===== src/tmr_pkg.sv =====
/*
 Constants shared by the dual timer/counter: register offsets, field
 positions, values after reset, time-base counts and the mode encoding.
 Assumes an 8-bit register port with an 8-bit address.
*/
package tmr_pkg;

   // ***************************************************
   // Register offsets
   // ***************************************************
   localparam logic [7:0] ADDR_CTRL  = 8'h00;
   localparam logic [7:0] ADDR_MODE  = 8'h01;
   localparam logic [7:0] ADDR_T0_LO = 8'h02;
   localparam logic [7:0] ADDR_T0_HI = 8'h03;
   localparam logic [7:0] ADDR_T1_LO = 8'h04;
   localparam logic [7:0] ADDR_T1_HI = 8'h05;
   localparam logic [7:0] ADDR_CLK   = 8'h06;
   localparam logic [7:0] ADDR_OPT   = 8'h07;

   // ***************************************************
   // Field positions
   // ***************************************************
   localparam int CTRL_RUN0  = 4;
   localparam int CTRL_OVF0  = 5;
   localparam int CTRL_RUN1  = 6;
   localparam int CTRL_OVF1  = 7;
   localparam int MODE_T0_LSB  = 0;
   localparam int MODE_T0_CT   = 2;
   localparam int MODE_T0_GATE = 3;
   localparam int MODE_T1_LSB  = 4;
   localparam int MODE_T1_CT   = 6;
   localparam int MODE_T1_GATE = 7;
   localparam int CLK_SPEED_LSB = 3;
   localparam int OPT_IEN0   = 0;
   localparam int OPT_IEN1   = 1;
   localparam int OPT_CLK12  = 3;

   // ***************************************************
   // Reset values and time base
   // ***************************************************
   localparam logic [7:0] RST_BYTE  = 8'h00;
   localparam logic [2:0] RST_SPEED = 3'h0;
   localparam logic [3:0] DIV_STD   = 4'hc;
   localparam logic [3:0] DIV_TURBO = 4'h6;

   typedef enum logic [1:0] {
      MODE_13BIT,
      MODE_16BIT,
      MODE_RELOAD8,
      MODE_SPLIT
   } tmode_e;

endpackage : tmr_pkg


===== src/pin_sense_if.sv =====
/*
 Carrier for one conditioned input pin: synchronised level and a
 one-cycle falling-edge pulse. Assumes a single mclk domain.
*/
`timescale 1ns/1ps
`default_nettype none
interface pin_sense_if;
   logic level;
   logic fall;
   modport src (output level, output fall);
   modport dst (input level, input fall);
endinterface : pin_sense_if
`default_nettype wire


===== src/dual_timer.sv =====
/*
 Two 16-bit timer/counters with time-base select, gating, four modes
 and overflow flags, reached over a simple 8-bit register port.
 Assumes reset, register port and ack inputs are synchronous to mclk; the event and gate pins
 are treated as asynchronous and resynchronised here.
*/
// The placing of the registers and strobed register access were chosen for this implementation.
`timescale 1ns/1ps
`default_nettype none

module dual_timer (
   input  wire logic       mclk,
   input  wire logic       reset,
   input  wire logic [7:0] addr,
   input  wire logic [7:0] wdata,
   input  wire logic       wr,
   input  wire logic       rd,
   output logic      [7:0] rdata,
   input  wire logic       timer_zero_event_pin,
   input  wire logic       timer_one_event_pin,
   input  wire logic       external_interrupt_pin_zero,
   input  wire logic       external_interrupt_pin_one,
   input  wire logic       ovf_ack_zero,
   input  wire logic       ovf_ack_one,
   output logic            irq_zero,
   output logic            irq_one,
   output logic            timer_one_rollover
);

   // ***************************************************
   // Declarations
   // ***************************************************
   logic [7:0]   rdata_ff;
   logic         irq_zero_ff;
   logic         irq_one_ff;
   logic         t1_roll_ff;
   logic         run0_ff;
   logic         run1_ff;
   logic         ovf0_ff;
   logic         ovf1_ff;
   logic [7:0]   mode_ff;
   logic [2:0]   speed_ff;
   logic         clk12_ff;
   logic         ien0_ff;
   logic         ien1_ff;
   logic [7:0]   tl0_ff;
   logic [7:0]   th0_ff;
   logic [7:0]   tl1_ff;
   logic [7:0]   th1_ff;
   logic [3:0]   base_ff;

   logic [3:0]   nxt_base;
   logic [7:0]   nxt_tl0;
   logic [7:0]   nxt_th0;
   logic [7:0]   nxt_tl1;
   logic [7:0]   nxt_th1;
   logic [7:0]   nxt_rdata;
   logic         nxt_ovf0;
   logic         nxt_ovf1;

   logic         tick12;
   logic         tick6;
   logic         tick0;
   logic         tick1;
   tmr_pkg::tmode_e m0;
   tmr_pkg::tmode_e m1;
   logic         ct0;
   logic         ct1;
   logic         gate0;
   logic         gate1;
   logic         split0;
   logic         en0;
   logic         en1;
   logic         adv0;
   logic         adv1;
   logic         adv0_hi;
   logic [16:0]  step0;
   logic [16:0]  step1;
   logic         hw_ovf0;
   logic         hw_ovf1;
   logic         roll1;
   logic         wr_ctrl;

   pin_sense_if ev0 ();
   pin_sense_if ev1 ();
   pin_sense_if gp0 ();
   pin_sense_if gp1 ();

   // ***************************************************
   // Pin conditioning
   // ***************************************************
   pin_sense u_ev0 (.mclk(mclk), .reset(reset), .raw(timer_zero_event_pin),        .ps(ev0));
   pin_sense u_ev1 (.mclk(mclk), .reset(reset), .raw(timer_one_event_pin),         .ps(ev1));
   pin_sense u_gp0 (.mclk(mclk), .reset(reset), .raw(external_interrupt_pin_zero), .ps(gp0));
   pin_sense u_gp1 (.mclk(mclk), .reset(reset), .raw(external_interrupt_pin_one),  .ps(gp1));

   // ***************************************************
   // One counting step for a 13, 16 or 8-bit counter
   // ***************************************************
   // Result is {overflow, high byte, low byte}
   function automatic logic [16:0] step (
      input tmr_pkg::tmode_e m,
      input logic [7:0]      hi,
      input logic [7:0]      lo
   );
      logic [13:0] c13;
      logic [16:0] c16;
      logic [8:0]  c8;
      c13 = {1'b0, hi, lo[4:0]} + 14'h0001;
      c16 = {1'b0, hi, lo} + 17'h00001;
      c8  = {1'b0, lo} + 9'h001;
      unique case (m)
         tmr_pkg::MODE_13BIT:   step = {c13[13], c13[12:5], lo[7:5], c13[4:0]};
         tmr_pkg::MODE_16BIT:   step = c16;
         tmr_pkg::MODE_RELOAD8: step = c8[8] ? {1'b1, hi, hi} : {1'b0, hi, c8[7:0]};
         tmr_pkg::MODE_SPLIT:   step = {c8[8], hi, c8[7:0]};
      endcase
   endfunction : step

   // ***************************************************
   // Time base
   // ***************************************************
   always_comb begin
      tick12   = (base_ff == tmr_pkg::DIV_STD - 4'h1);
      tick6    = tick12 || (base_ff == tmr_pkg::DIV_TURBO - 4'h1);
      nxt_base = tick12 ? 4'h0 : base_ff + 4'h1;
      // Speed bits count only in six-clock core setting
      tick0    = (speed_ff[0] && !clk12_ff) ? tick6 : tick12;
      tick1    = (speed_ff[1] && !clk12_ff) ? tick6 : tick12;
   end

   always_ff @(posedge mclk) begin
      if (reset) begin
         base_ff <= 4'h0;
      end else begin
         base_ff <= nxt_base;
      end
   end

   // ***************************************************
   // Mode decode and count enables
   // ***************************************************
   always_comb begin
      m0     = tmr_pkg::tmode_e'(mode_ff[tmr_pkg::MODE_T0_LSB +: 2]);
      m1     = tmr_pkg::tmode_e'(mode_ff[tmr_pkg::MODE_T1_LSB +: 2]);
      ct0    = mode_ff[tmr_pkg::MODE_T0_CT];
      ct1    = mode_ff[tmr_pkg::MODE_T1_CT];
      gate0  = mode_ff[tmr_pkg::MODE_T0_GATE];
      gate1  = mode_ff[tmr_pkg::MODE_T1_GATE];
      split0 = (m0 == tmr_pkg::MODE_SPLIT);
      en0    = run0_ff && (!gate0 || gp0.level);
      // Timer one loses its run bit to timer zero while split
      en1    = (split0 || run1_ff) && (!gate1 || gp1.level)
               && (m1 != tmr_pkg::MODE_SPLIT);
      adv0   = en0 && (ct0 ? ev0.fall : tick0);
      adv1   = en1 && (ct1 ? ev1.fall : tick1);
      adv0_hi = split0 && run1_ff && tick0;
      step0  = step(m0, th0_ff, tl0_ff);
      step1  = step(m1, th1_ff, tl1_ff);
   end

   // ***************************************************
   // Count registers
   // ***************************************************
   always_comb begin
      nxt_tl0 = tl0_ff;
      nxt_th0 = th0_ff;
      nxt_tl1 = tl1_ff;
      nxt_th1 = th1_ff;
      hw_ovf0 = 1'b0;
      hw_ovf1 = 1'b0;
      roll1   = 1'b0;
      if (adv0) begin
         nxt_tl0 = step0[7:0];
         hw_ovf0 = step0[16];
         if (!split0) begin
            nxt_th0 = step0[15:8];
         end
      end
      if (adv0_hi) begin
         nxt_th0 = th0_ff + 8'h01;
         hw_ovf1 = (th0_ff == 8'hff);
      end
      if (adv1) begin
         nxt_tl1 = step1[7:0];
         nxt_th1 = step1[15:8];
         roll1   = step1[16];
         if (!split0) begin
            hw_ovf1 = step1[16];
         end
      end
      // Software writes win over a count in the same cycle
      if (wr) begin
         unique case (addr)
            tmr_pkg::ADDR_T0_LO: nxt_tl0 = wdata;
            tmr_pkg::ADDR_T0_HI: nxt_th0 = wdata;
            tmr_pkg::ADDR_T1_LO: nxt_tl1 = wdata;
            tmr_pkg::ADDR_T1_HI: nxt_th1 = wdata;
            default: ;
         endcase
      end
   end

   always_ff @(posedge mclk) begin
      if (reset) begin
         tl0_ff <= tmr_pkg::RST_BYTE;
         th0_ff <= tmr_pkg::RST_BYTE;
         tl1_ff <= tmr_pkg::RST_BYTE;
         th1_ff <= tmr_pkg::RST_BYTE;
      end else begin
         tl0_ff <= nxt_tl0;
         th0_ff <= nxt_th0;
         tl1_ff <= nxt_tl1;
         th1_ff <= nxt_th1;
      end
   end

   // ***************************************************
   // Overflow flags
   // ***************************************************
   always_comb begin
      wr_ctrl  = wr && (addr == tmr_pkg::ADDR_CTRL);
      nxt_ovf0 = ovf0_ff;
      nxt_ovf1 = ovf1_ff;
      if (ovf_ack_zero) begin
         nxt_ovf0 = 1'b0;
      end
      if (ovf_ack_one) begin
         nxt_ovf1 = 1'b0;
      end
      if (wr_ctrl) begin
         nxt_ovf0 = wdata[tmr_pkg::CTRL_OVF0];
         nxt_ovf1 = wdata[tmr_pkg::CTRL_OVF1];
      end
      // Hardware set beats any clear in the same cycle
      if (hw_ovf0) begin
         nxt_ovf0 = 1'b1;
      end
      if (hw_ovf1) begin
         nxt_ovf1 = 1'b1;
      end
   end

   always_ff @(posedge mclk) begin
      if (reset) begin
         ovf0_ff <= 1'b0;
         ovf1_ff <= 1'b0;
      end else begin
         ovf0_ff <= nxt_ovf0;
         ovf1_ff <= nxt_ovf1;
      end
   end

   // ***************************************************
   // Control and configuration registers
   // ***************************************************
   always_ff @(posedge mclk) begin
      if (reset) begin
         run0_ff <= 1'b0;
         run1_ff <= 1'b0;
      end else if (wr_ctrl) begin
         run0_ff <= wdata[tmr_pkg::CTRL_RUN0];
         run1_ff <= wdata[tmr_pkg::CTRL_RUN1];
      end
   end

   always_ff @(posedge mclk) begin
      if (reset) begin
         mode_ff <= tmr_pkg::RST_BYTE;
      end else if (wr && (addr == tmr_pkg::ADDR_MODE)) begin
         mode_ff <= wdata;
      end
   end

   always_ff @(posedge mclk) begin
      if (reset) begin
         speed_ff <= tmr_pkg::RST_SPEED;
      end else if (wr && (addr == tmr_pkg::ADDR_CLK)) begin
         speed_ff <= wdata[tmr_pkg::CLK_SPEED_LSB +: 3];
      end
   end

   always_ff @(posedge mclk) begin
      if (reset) begin
         clk12_ff <= 1'b0;
         ien0_ff  <= 1'b0;
         ien1_ff  <= 1'b0;
      end else if (wr && (addr == tmr_pkg::ADDR_OPT)) begin
         clk12_ff <= wdata[tmr_pkg::OPT_CLK12];
         ien0_ff  <= wdata[tmr_pkg::OPT_IEN0];
         ien1_ff  <= wdata[tmr_pkg::OPT_IEN1];
      end
   end

   // ***************************************************
   // Interrupt requests and rollover pulse
   // ***************************************************
   always_ff @(posedge mclk) begin
      if (reset) begin
         irq_zero_ff <= 1'b0;
         irq_one_ff  <= 1'b0;
         t1_roll_ff  <= 1'b0;
      end else begin
         irq_zero_ff <= ovf0_ff && ien0_ff;
         irq_one_ff  <= ovf1_ff && ien1_ff;
         t1_roll_ff  <= roll1;
      end
   end

   // ***************************************************
   // Read port
   // ***************************************************
   always_comb begin
      nxt_rdata = 8'h00;
      if (rd) begin
         unique case (addr)
            tmr_pkg::ADDR_CTRL:  nxt_rdata = {ovf1_ff, run1_ff, ovf0_ff, run0_ff, 4'h0};
            tmr_pkg::ADDR_MODE:  nxt_rdata = mode_ff;
            tmr_pkg::ADDR_T0_LO: nxt_rdata = tl0_ff;
            tmr_pkg::ADDR_T0_HI: nxt_rdata = th0_ff;
            tmr_pkg::ADDR_T1_LO: nxt_rdata = tl1_ff;
            tmr_pkg::ADDR_T1_HI: nxt_rdata = th1_ff;
            tmr_pkg::ADDR_CLK:   nxt_rdata = {2'h0, speed_ff, 3'h0};
            tmr_pkg::ADDR_OPT:   nxt_rdata = {4'h0, clk12_ff, 1'b0, ien1_ff, ien0_ff};
            default:             nxt_rdata = 8'h00;
         endcase
      end
   end

   always_ff @(posedge mclk) begin
      if (reset) begin
         rdata_ff <= 8'h00;
      end else begin
         rdata_ff <= nxt_rdata;
      end
   end

   assign rdata              = rdata_ff;
   assign irq_zero           = irq_zero_ff;
   assign irq_one            = irq_one_ff;
   assign timer_one_rollover = t1_roll_ff;

endmodule : dual_timer
`default_nettype wire


===== src/pin_sense.sv =====
/*
 Two-stage synchroniser with falling-edge detection for one pin.
 Assumes the pin is idle high and mclk is the only clock.
*/
`timescale 1ns/1ps
`default_nettype none
module pin_sense (
   input  wire logic  mclk,
   input  wire logic  reset,
   input  wire logic  raw,
   pin_sense_if.src   ps
);

   logic sync1_ff;
   logic sync2_ff;
   logic prev_ff;

   // ***************************************************
   // Synchroniser and edge history
   // ***************************************************
   always_ff @(posedge mclk) begin
      if (reset) begin
         sync1_ff <= 1'b1;
         sync2_ff <= 1'b1;
         prev_ff  <= 1'b1;
      end else begin
         sync1_ff <= raw;
         sync2_ff <= sync1_ff;
         prev_ff  <= sync2_ff;
      end
   end

   assign ps.level = sync2_ff;
   assign ps.fall  = prev_ff & ~sync2_ff;

endmodule : pin_sense
`default_nettype wire


===== config.mk =====
export PLATFORM = sky130hd
export DESIGN_NAME = dual_timer
export DESIGN_NICKNAME = d
export VERILOG_FILES = /design/src/tmr_pkg.sv /design/src/pin_sense_if.sv /design/src/dual_timer.sv /design/src/pin_sense.sv
export SDC_FILE = /design/constraint.sdc
export NUM_CORES = 1
export LEC_CHECK = 0
export BUFFER_PORTS_ARGS = -buffer_cell sky130_fd_sc_hd__buf_2
export CELL_PAD_IN_SITES_DETAIL_PLACEMENT = 2
export CELL_PAD_IN_SITES_GLOBAL_PLACEMENT = 2
export CORE_UTILIZATION = 32
export CTS_BUF_LIST = sky130_fd_sc_hd__clkbuf_8 sky130_fd_sc_hd__clkbuf_16
export CTS_CLUSTER_DIAMETER = 50
export DETAILED_ROUTE_END_ITERATION = 10
export PLACE_DENSITY_LB_ADDON = 0.15
export SYNTH_ARGS = -nofsm -noshare
export SYNTH_HDL_FRONTEND = slang
export SYNTH_SLANG_ARGS = --single-unit

===== constraint.sdc =====
create_clock -name mclk -period 2.1 [get_ports mclk]
set_input_delay 0 -clock mclk [delete_from_list [all_inputs] [get_ports mclk]]
set_output_delay 0 -clock mclk [all_outputs]
set_load 0.02 [all_outputs]

==> metrics list <==
- The H-tree generated during clock tree synthesis spans 3 levels.
- Buffers placed on the I/O ports in this run total 36.
* Post-synth EDFFs: 0
- The detail route stage leaves a number of antenna-violating nets equal to 0.
- Most used standard cell by instance count after synthesis: sky130_fd_sc_hd__dfxtp_1
- Final nets: 637
- Entering global routing, the biggest net connects 30 pins.
* IR drop worst, VDD: 0.388 mV
- The max-slew violation count was 0.
* Final Wtd Congestion: slightly below 0.9
- Clock tree from TritonCTS: done
- Power density over the cells: 621 nW/um^2
- The worst setup path is of the flop to flop kind.
- Share of cells above drive strength 1: 0.241
* Total Power: 3.36 mW
* Synth warnings: 0
- The first global-routing pass estimated 26700 um of wire.
* Floorplan die width: 118 um
- Clock Latency Late Sink: around 0.35 ns
- Final hold analysis gives a worst-case slack of 0.0103 ns.
- Aggregate global-route resource usage: 0.254
* Vertical extent of the die: 118 um
- RSZ-0062 raised after global routing: yes
* Number of hold violations in the final report: 0
- After the first detailed-routing iteration, the DRC count stood at 221.
- Yosys attributes the largest share of cell area to sky130_fd_sc_hd__dfxtp_1 35%, sky130_fd_sc_hd__mux2i_1 5.8%, sky130_fd_sc_hd__nor2_1 5.6%.
- Setup violations remaining at the end of the flow were counted as 0.
- In this run, CTS created clock tree buffers numbering 9.
- Clock tree synthesis found a total of 75 sinks.
- STA classifies the critical path startpoint as a flop.
- Largest driver fanout on the critical path: 8
- Fill cell count: 1482
- The number of global-route vias before repair came to 4715.
- The largest individual stage delay along the critical path comes from the cell sky130_fd_sc_hd__o31a_1.
* Ant diodes: 0
* Clk_skew: 0.00511 ns
- Global route overflow: 0
- DRC violations left: 0
- Register area share after synthesis: 0.349
* TritonRoute pass-1 iters: 4
* Cell area after synthesis: about 4300 um^2
* Arrival time reported for the critical path endpoint: 2.33 ns
* Placeable Area: 12900 um^2
- Total wire length: 17600 um
- Post-synth top area cell: sky130_fd_sc_hd__dfxtp_1
* Required @ worst endpoint: 2.36 ns
- After synthesis, the most frequently instantiated cells are 75 x sky130_fd_sc_hd__dfxtp_1, 64 x sky130_fd_sc_hd__nor2_1, 49 x sky130_fd_sc_hd__nand2_1.
- The HPWL after detailed placement is around 13000 um.
- At the pin with the least slew margin, the transition time is 0.595 ns.
- Worst path cell trace: inv_2 -> ha_4 -> and4bb_2 -> a211o_4 -> nand2_4 -> o31a_1 -> or3_1 -> a311oi_1
- Share of the synthesized area in the top cell type: 0.349
- The worst setup path is captured at a flop.
- Number of flip-flops and latches in the synthesized netlist: 75
* Maximum capacitance violations: 0
- Using the TritonRoute via totals, the vias-per-cell ratio works out to 5.69.
- Starting Density: 0.334
- The floorplan has 41 rows.
- Static Leak: 2.00 nW
* Final Critical Period: 2.07 ns
- The clock passes through at most 2 buffers.
- Worst rel slew slack: 0.602
- Initial antenna violation count: 0
- Footprint of the flip-flops and latches: between 1500 and 2000 um^2
* Proportion of register bits with asynchronous set or reset after synthesis: 0
* Root cell of the clock tree: sky130_fd_sc_hd__clkbuf_16
* Post-synthesis net count: 562
- Number of different library cells in the post-synthesis netlist: 66
* Number of instances in the synthesized netlist: 531
- In this run the worst hold path is classified as primary input to flop.
- The final route contains 4457 vias.
* Clk pin slew, worst setup/hold paths: 0.07 ns
- In the final routed layout, each cell accounts on average for 22.4 um.
- Primary FF master, synth: sky130_fd_sc_hd__dfxtp_1
- Maximum clock frequency: 482 MHz
- Averaged over all synthesized cells, the footprint is approximately 8.1 um^2.
* Total area of multi-input combinational cells: 2680 um^2
* Maximum cell stage delay along the critical path: 0.37 ns
- Layout-stage area growth over the synthesis result: 26.0%
- Number of top-level pins: 37
- Full die area: between 10000 and 15000 um^2
* Portion of the clock cycle consumed by the worst path in the final layout: 0.987
* Status: finished clean
## metrics by stage
step	util	setup TNS, ns	setup slack (ns)	std cells	area [um^2]
global placement	0.382	0	0.0942	756	4920
detailed placement	0.382	-0.114	-0.0634	756	4920
finish	0.421	0	0.0267	783	5420
CTS	0.411	0	0.000786	777	5300
floorplan	-	0	0.107	531	4300
global route	0.421	-0.527	-0.113	783	5420
## repair_timing
action	in CTS	in global routing
hold endpoints to repair	5	0
hold buffers	5	0
resized for setup	2	17
buffers inserted	0	6
pin swaps	1	4
endpoints found under the setup margin	7	18
## report_power, final
part           total, mW  internal (mW)  switching [mW]
registers           1.45           1.44          0.0128
logic              0.192         0.0697           0.123
clock network       1.72           1.04           0.685
total               3.36           2.54           0.821
## final cells by class
type	count	area share
timing repair buffer	96	0.119
clock buffer	9	0.0416
clock inverter	7	0.0171
multi-input combinational	410	0.495
inverter	14	0.00970
tap	172	0.0397
sequential	75	0.278
## logic make-up (layout without fill, tap and decap cells)
group,count (synthesis),after routing,synth area share
muxes,27,27,0.0687
DFF,75,75,0.349
AOI/OAI and AO/OA,128,128,0.207
buffers and inverters,46,126,0.0448
adders and majority gates,5,5,0.0145
and+or+nand+nor,234,234,0.284
xor gates and xnor gates,16,16,0.0326
## metal layers
metal / global-route usage / wire [um] / share of wire / up-vias
met1: 0.336 / 7890 / 0.45 / 2253
met3: 0.0276 / 747 / 0.043 / 27
met5: 0 / 0 / 0 / -
li1: - / - / - / 2083
met2: 0.422 / 8580 / 0.49 / 94
met4: 0.0946 / 340 / 0.019 / 0
## critical path: cells and delay by family (launching register included)
family / cells / cell delay [ns]
adders and majority gates: 1 / 0.11
AOI/OAI and AO/OA: 3 / 0.79
buffers and inverters: 1 / 0.07
and+or+nand+nor: 3 / 0.66
DFF: 1 / 0.34
## cell usage in the layout, fill, tap and decap left out, types with 3 or more instances in the layout
cell type                        n
sky130_fd_sc_hd__clkinvlp_4      3
sky130_fd_sc_hd__nand2b_1        6
sky130_fd_sc_hd__clkbuf_16       9
sky130_fd_sc_hd__a31oi_1         6
sky130_fd_sc_hd__o21ai_0        17
sky130_fd_sc_hd__a22o_1          3
sky130_fd_sc_hd__or3_1           4
sky130_fd_sc_hd__a21o_1          3
sky130_fd_sc_hd__nand4_1        12
sky130_fd_sc_hd__buf_2          36
sky130_fd_sc_hd__nor2_1         63
sky130_fd_sc_hd__nor3b_1         8
sky130_fd_sc_hd__o211ai_1        4
sky130_fd_sc_hd__a21oi_1        35
sky130_fd_sc_hd__nor2b_1         7
sky130_fd_sc_hd__inv_1          13
sky130_fd_sc_hd__mux2i_1        25
sky130_fd_sc_hd__nand2_1        49
sky130_fd_sc_hd__a22oi_1         9
sky130_fd_sc_hd__nor3_1         15
sky130_fd_sc_hd__dlygate4sd3_1   5
sky130_fd_sc_hd__nand3_1        24
sky130_fd_sc_hd__and3_1          7
sky130_fd_sc_hd__buf_4          55
sky130_fd_sc_hd__or2_2          10
sky130_fd_sc_hd__and2_1          4
sky130_fd_sc_hd__xor2_1          5
sky130_fd_sc_hd__a211oi_1       22
sky130_fd_sc_hd__dfxtp_1        73
sky130_fd_sc_hd__xnor2_1        11
sky130_fd_sc_hd__o32ai_1         5
## registers in the layout, indices dropped and copies added, names as in the netlist, 3 cells and up
signal	cells
speed_ff	3
mode_ff	8
tl1_ff	8
base_ff	4
tl0_ff	8
th1_ff	8
rdata	8
th0_ff	8
## path summary, 6_finish.rpt
check / startpoint / to / slack (ns) / cells past startpoint
worst max register to register: base_ff[1] / th0_ff[6] / 0.03 / 8
worst min register to register: u_gp0.sync1_ff / u_gp0.ps.level / 0.41 / 1
worst min-delay path: wdata[5] / th1_ff[5] / 0.01 / 3
worst max-delay path: base_ff[1] / th0_ff[6] / 0.03 / 8
Power figures use the tool's default switching activity.
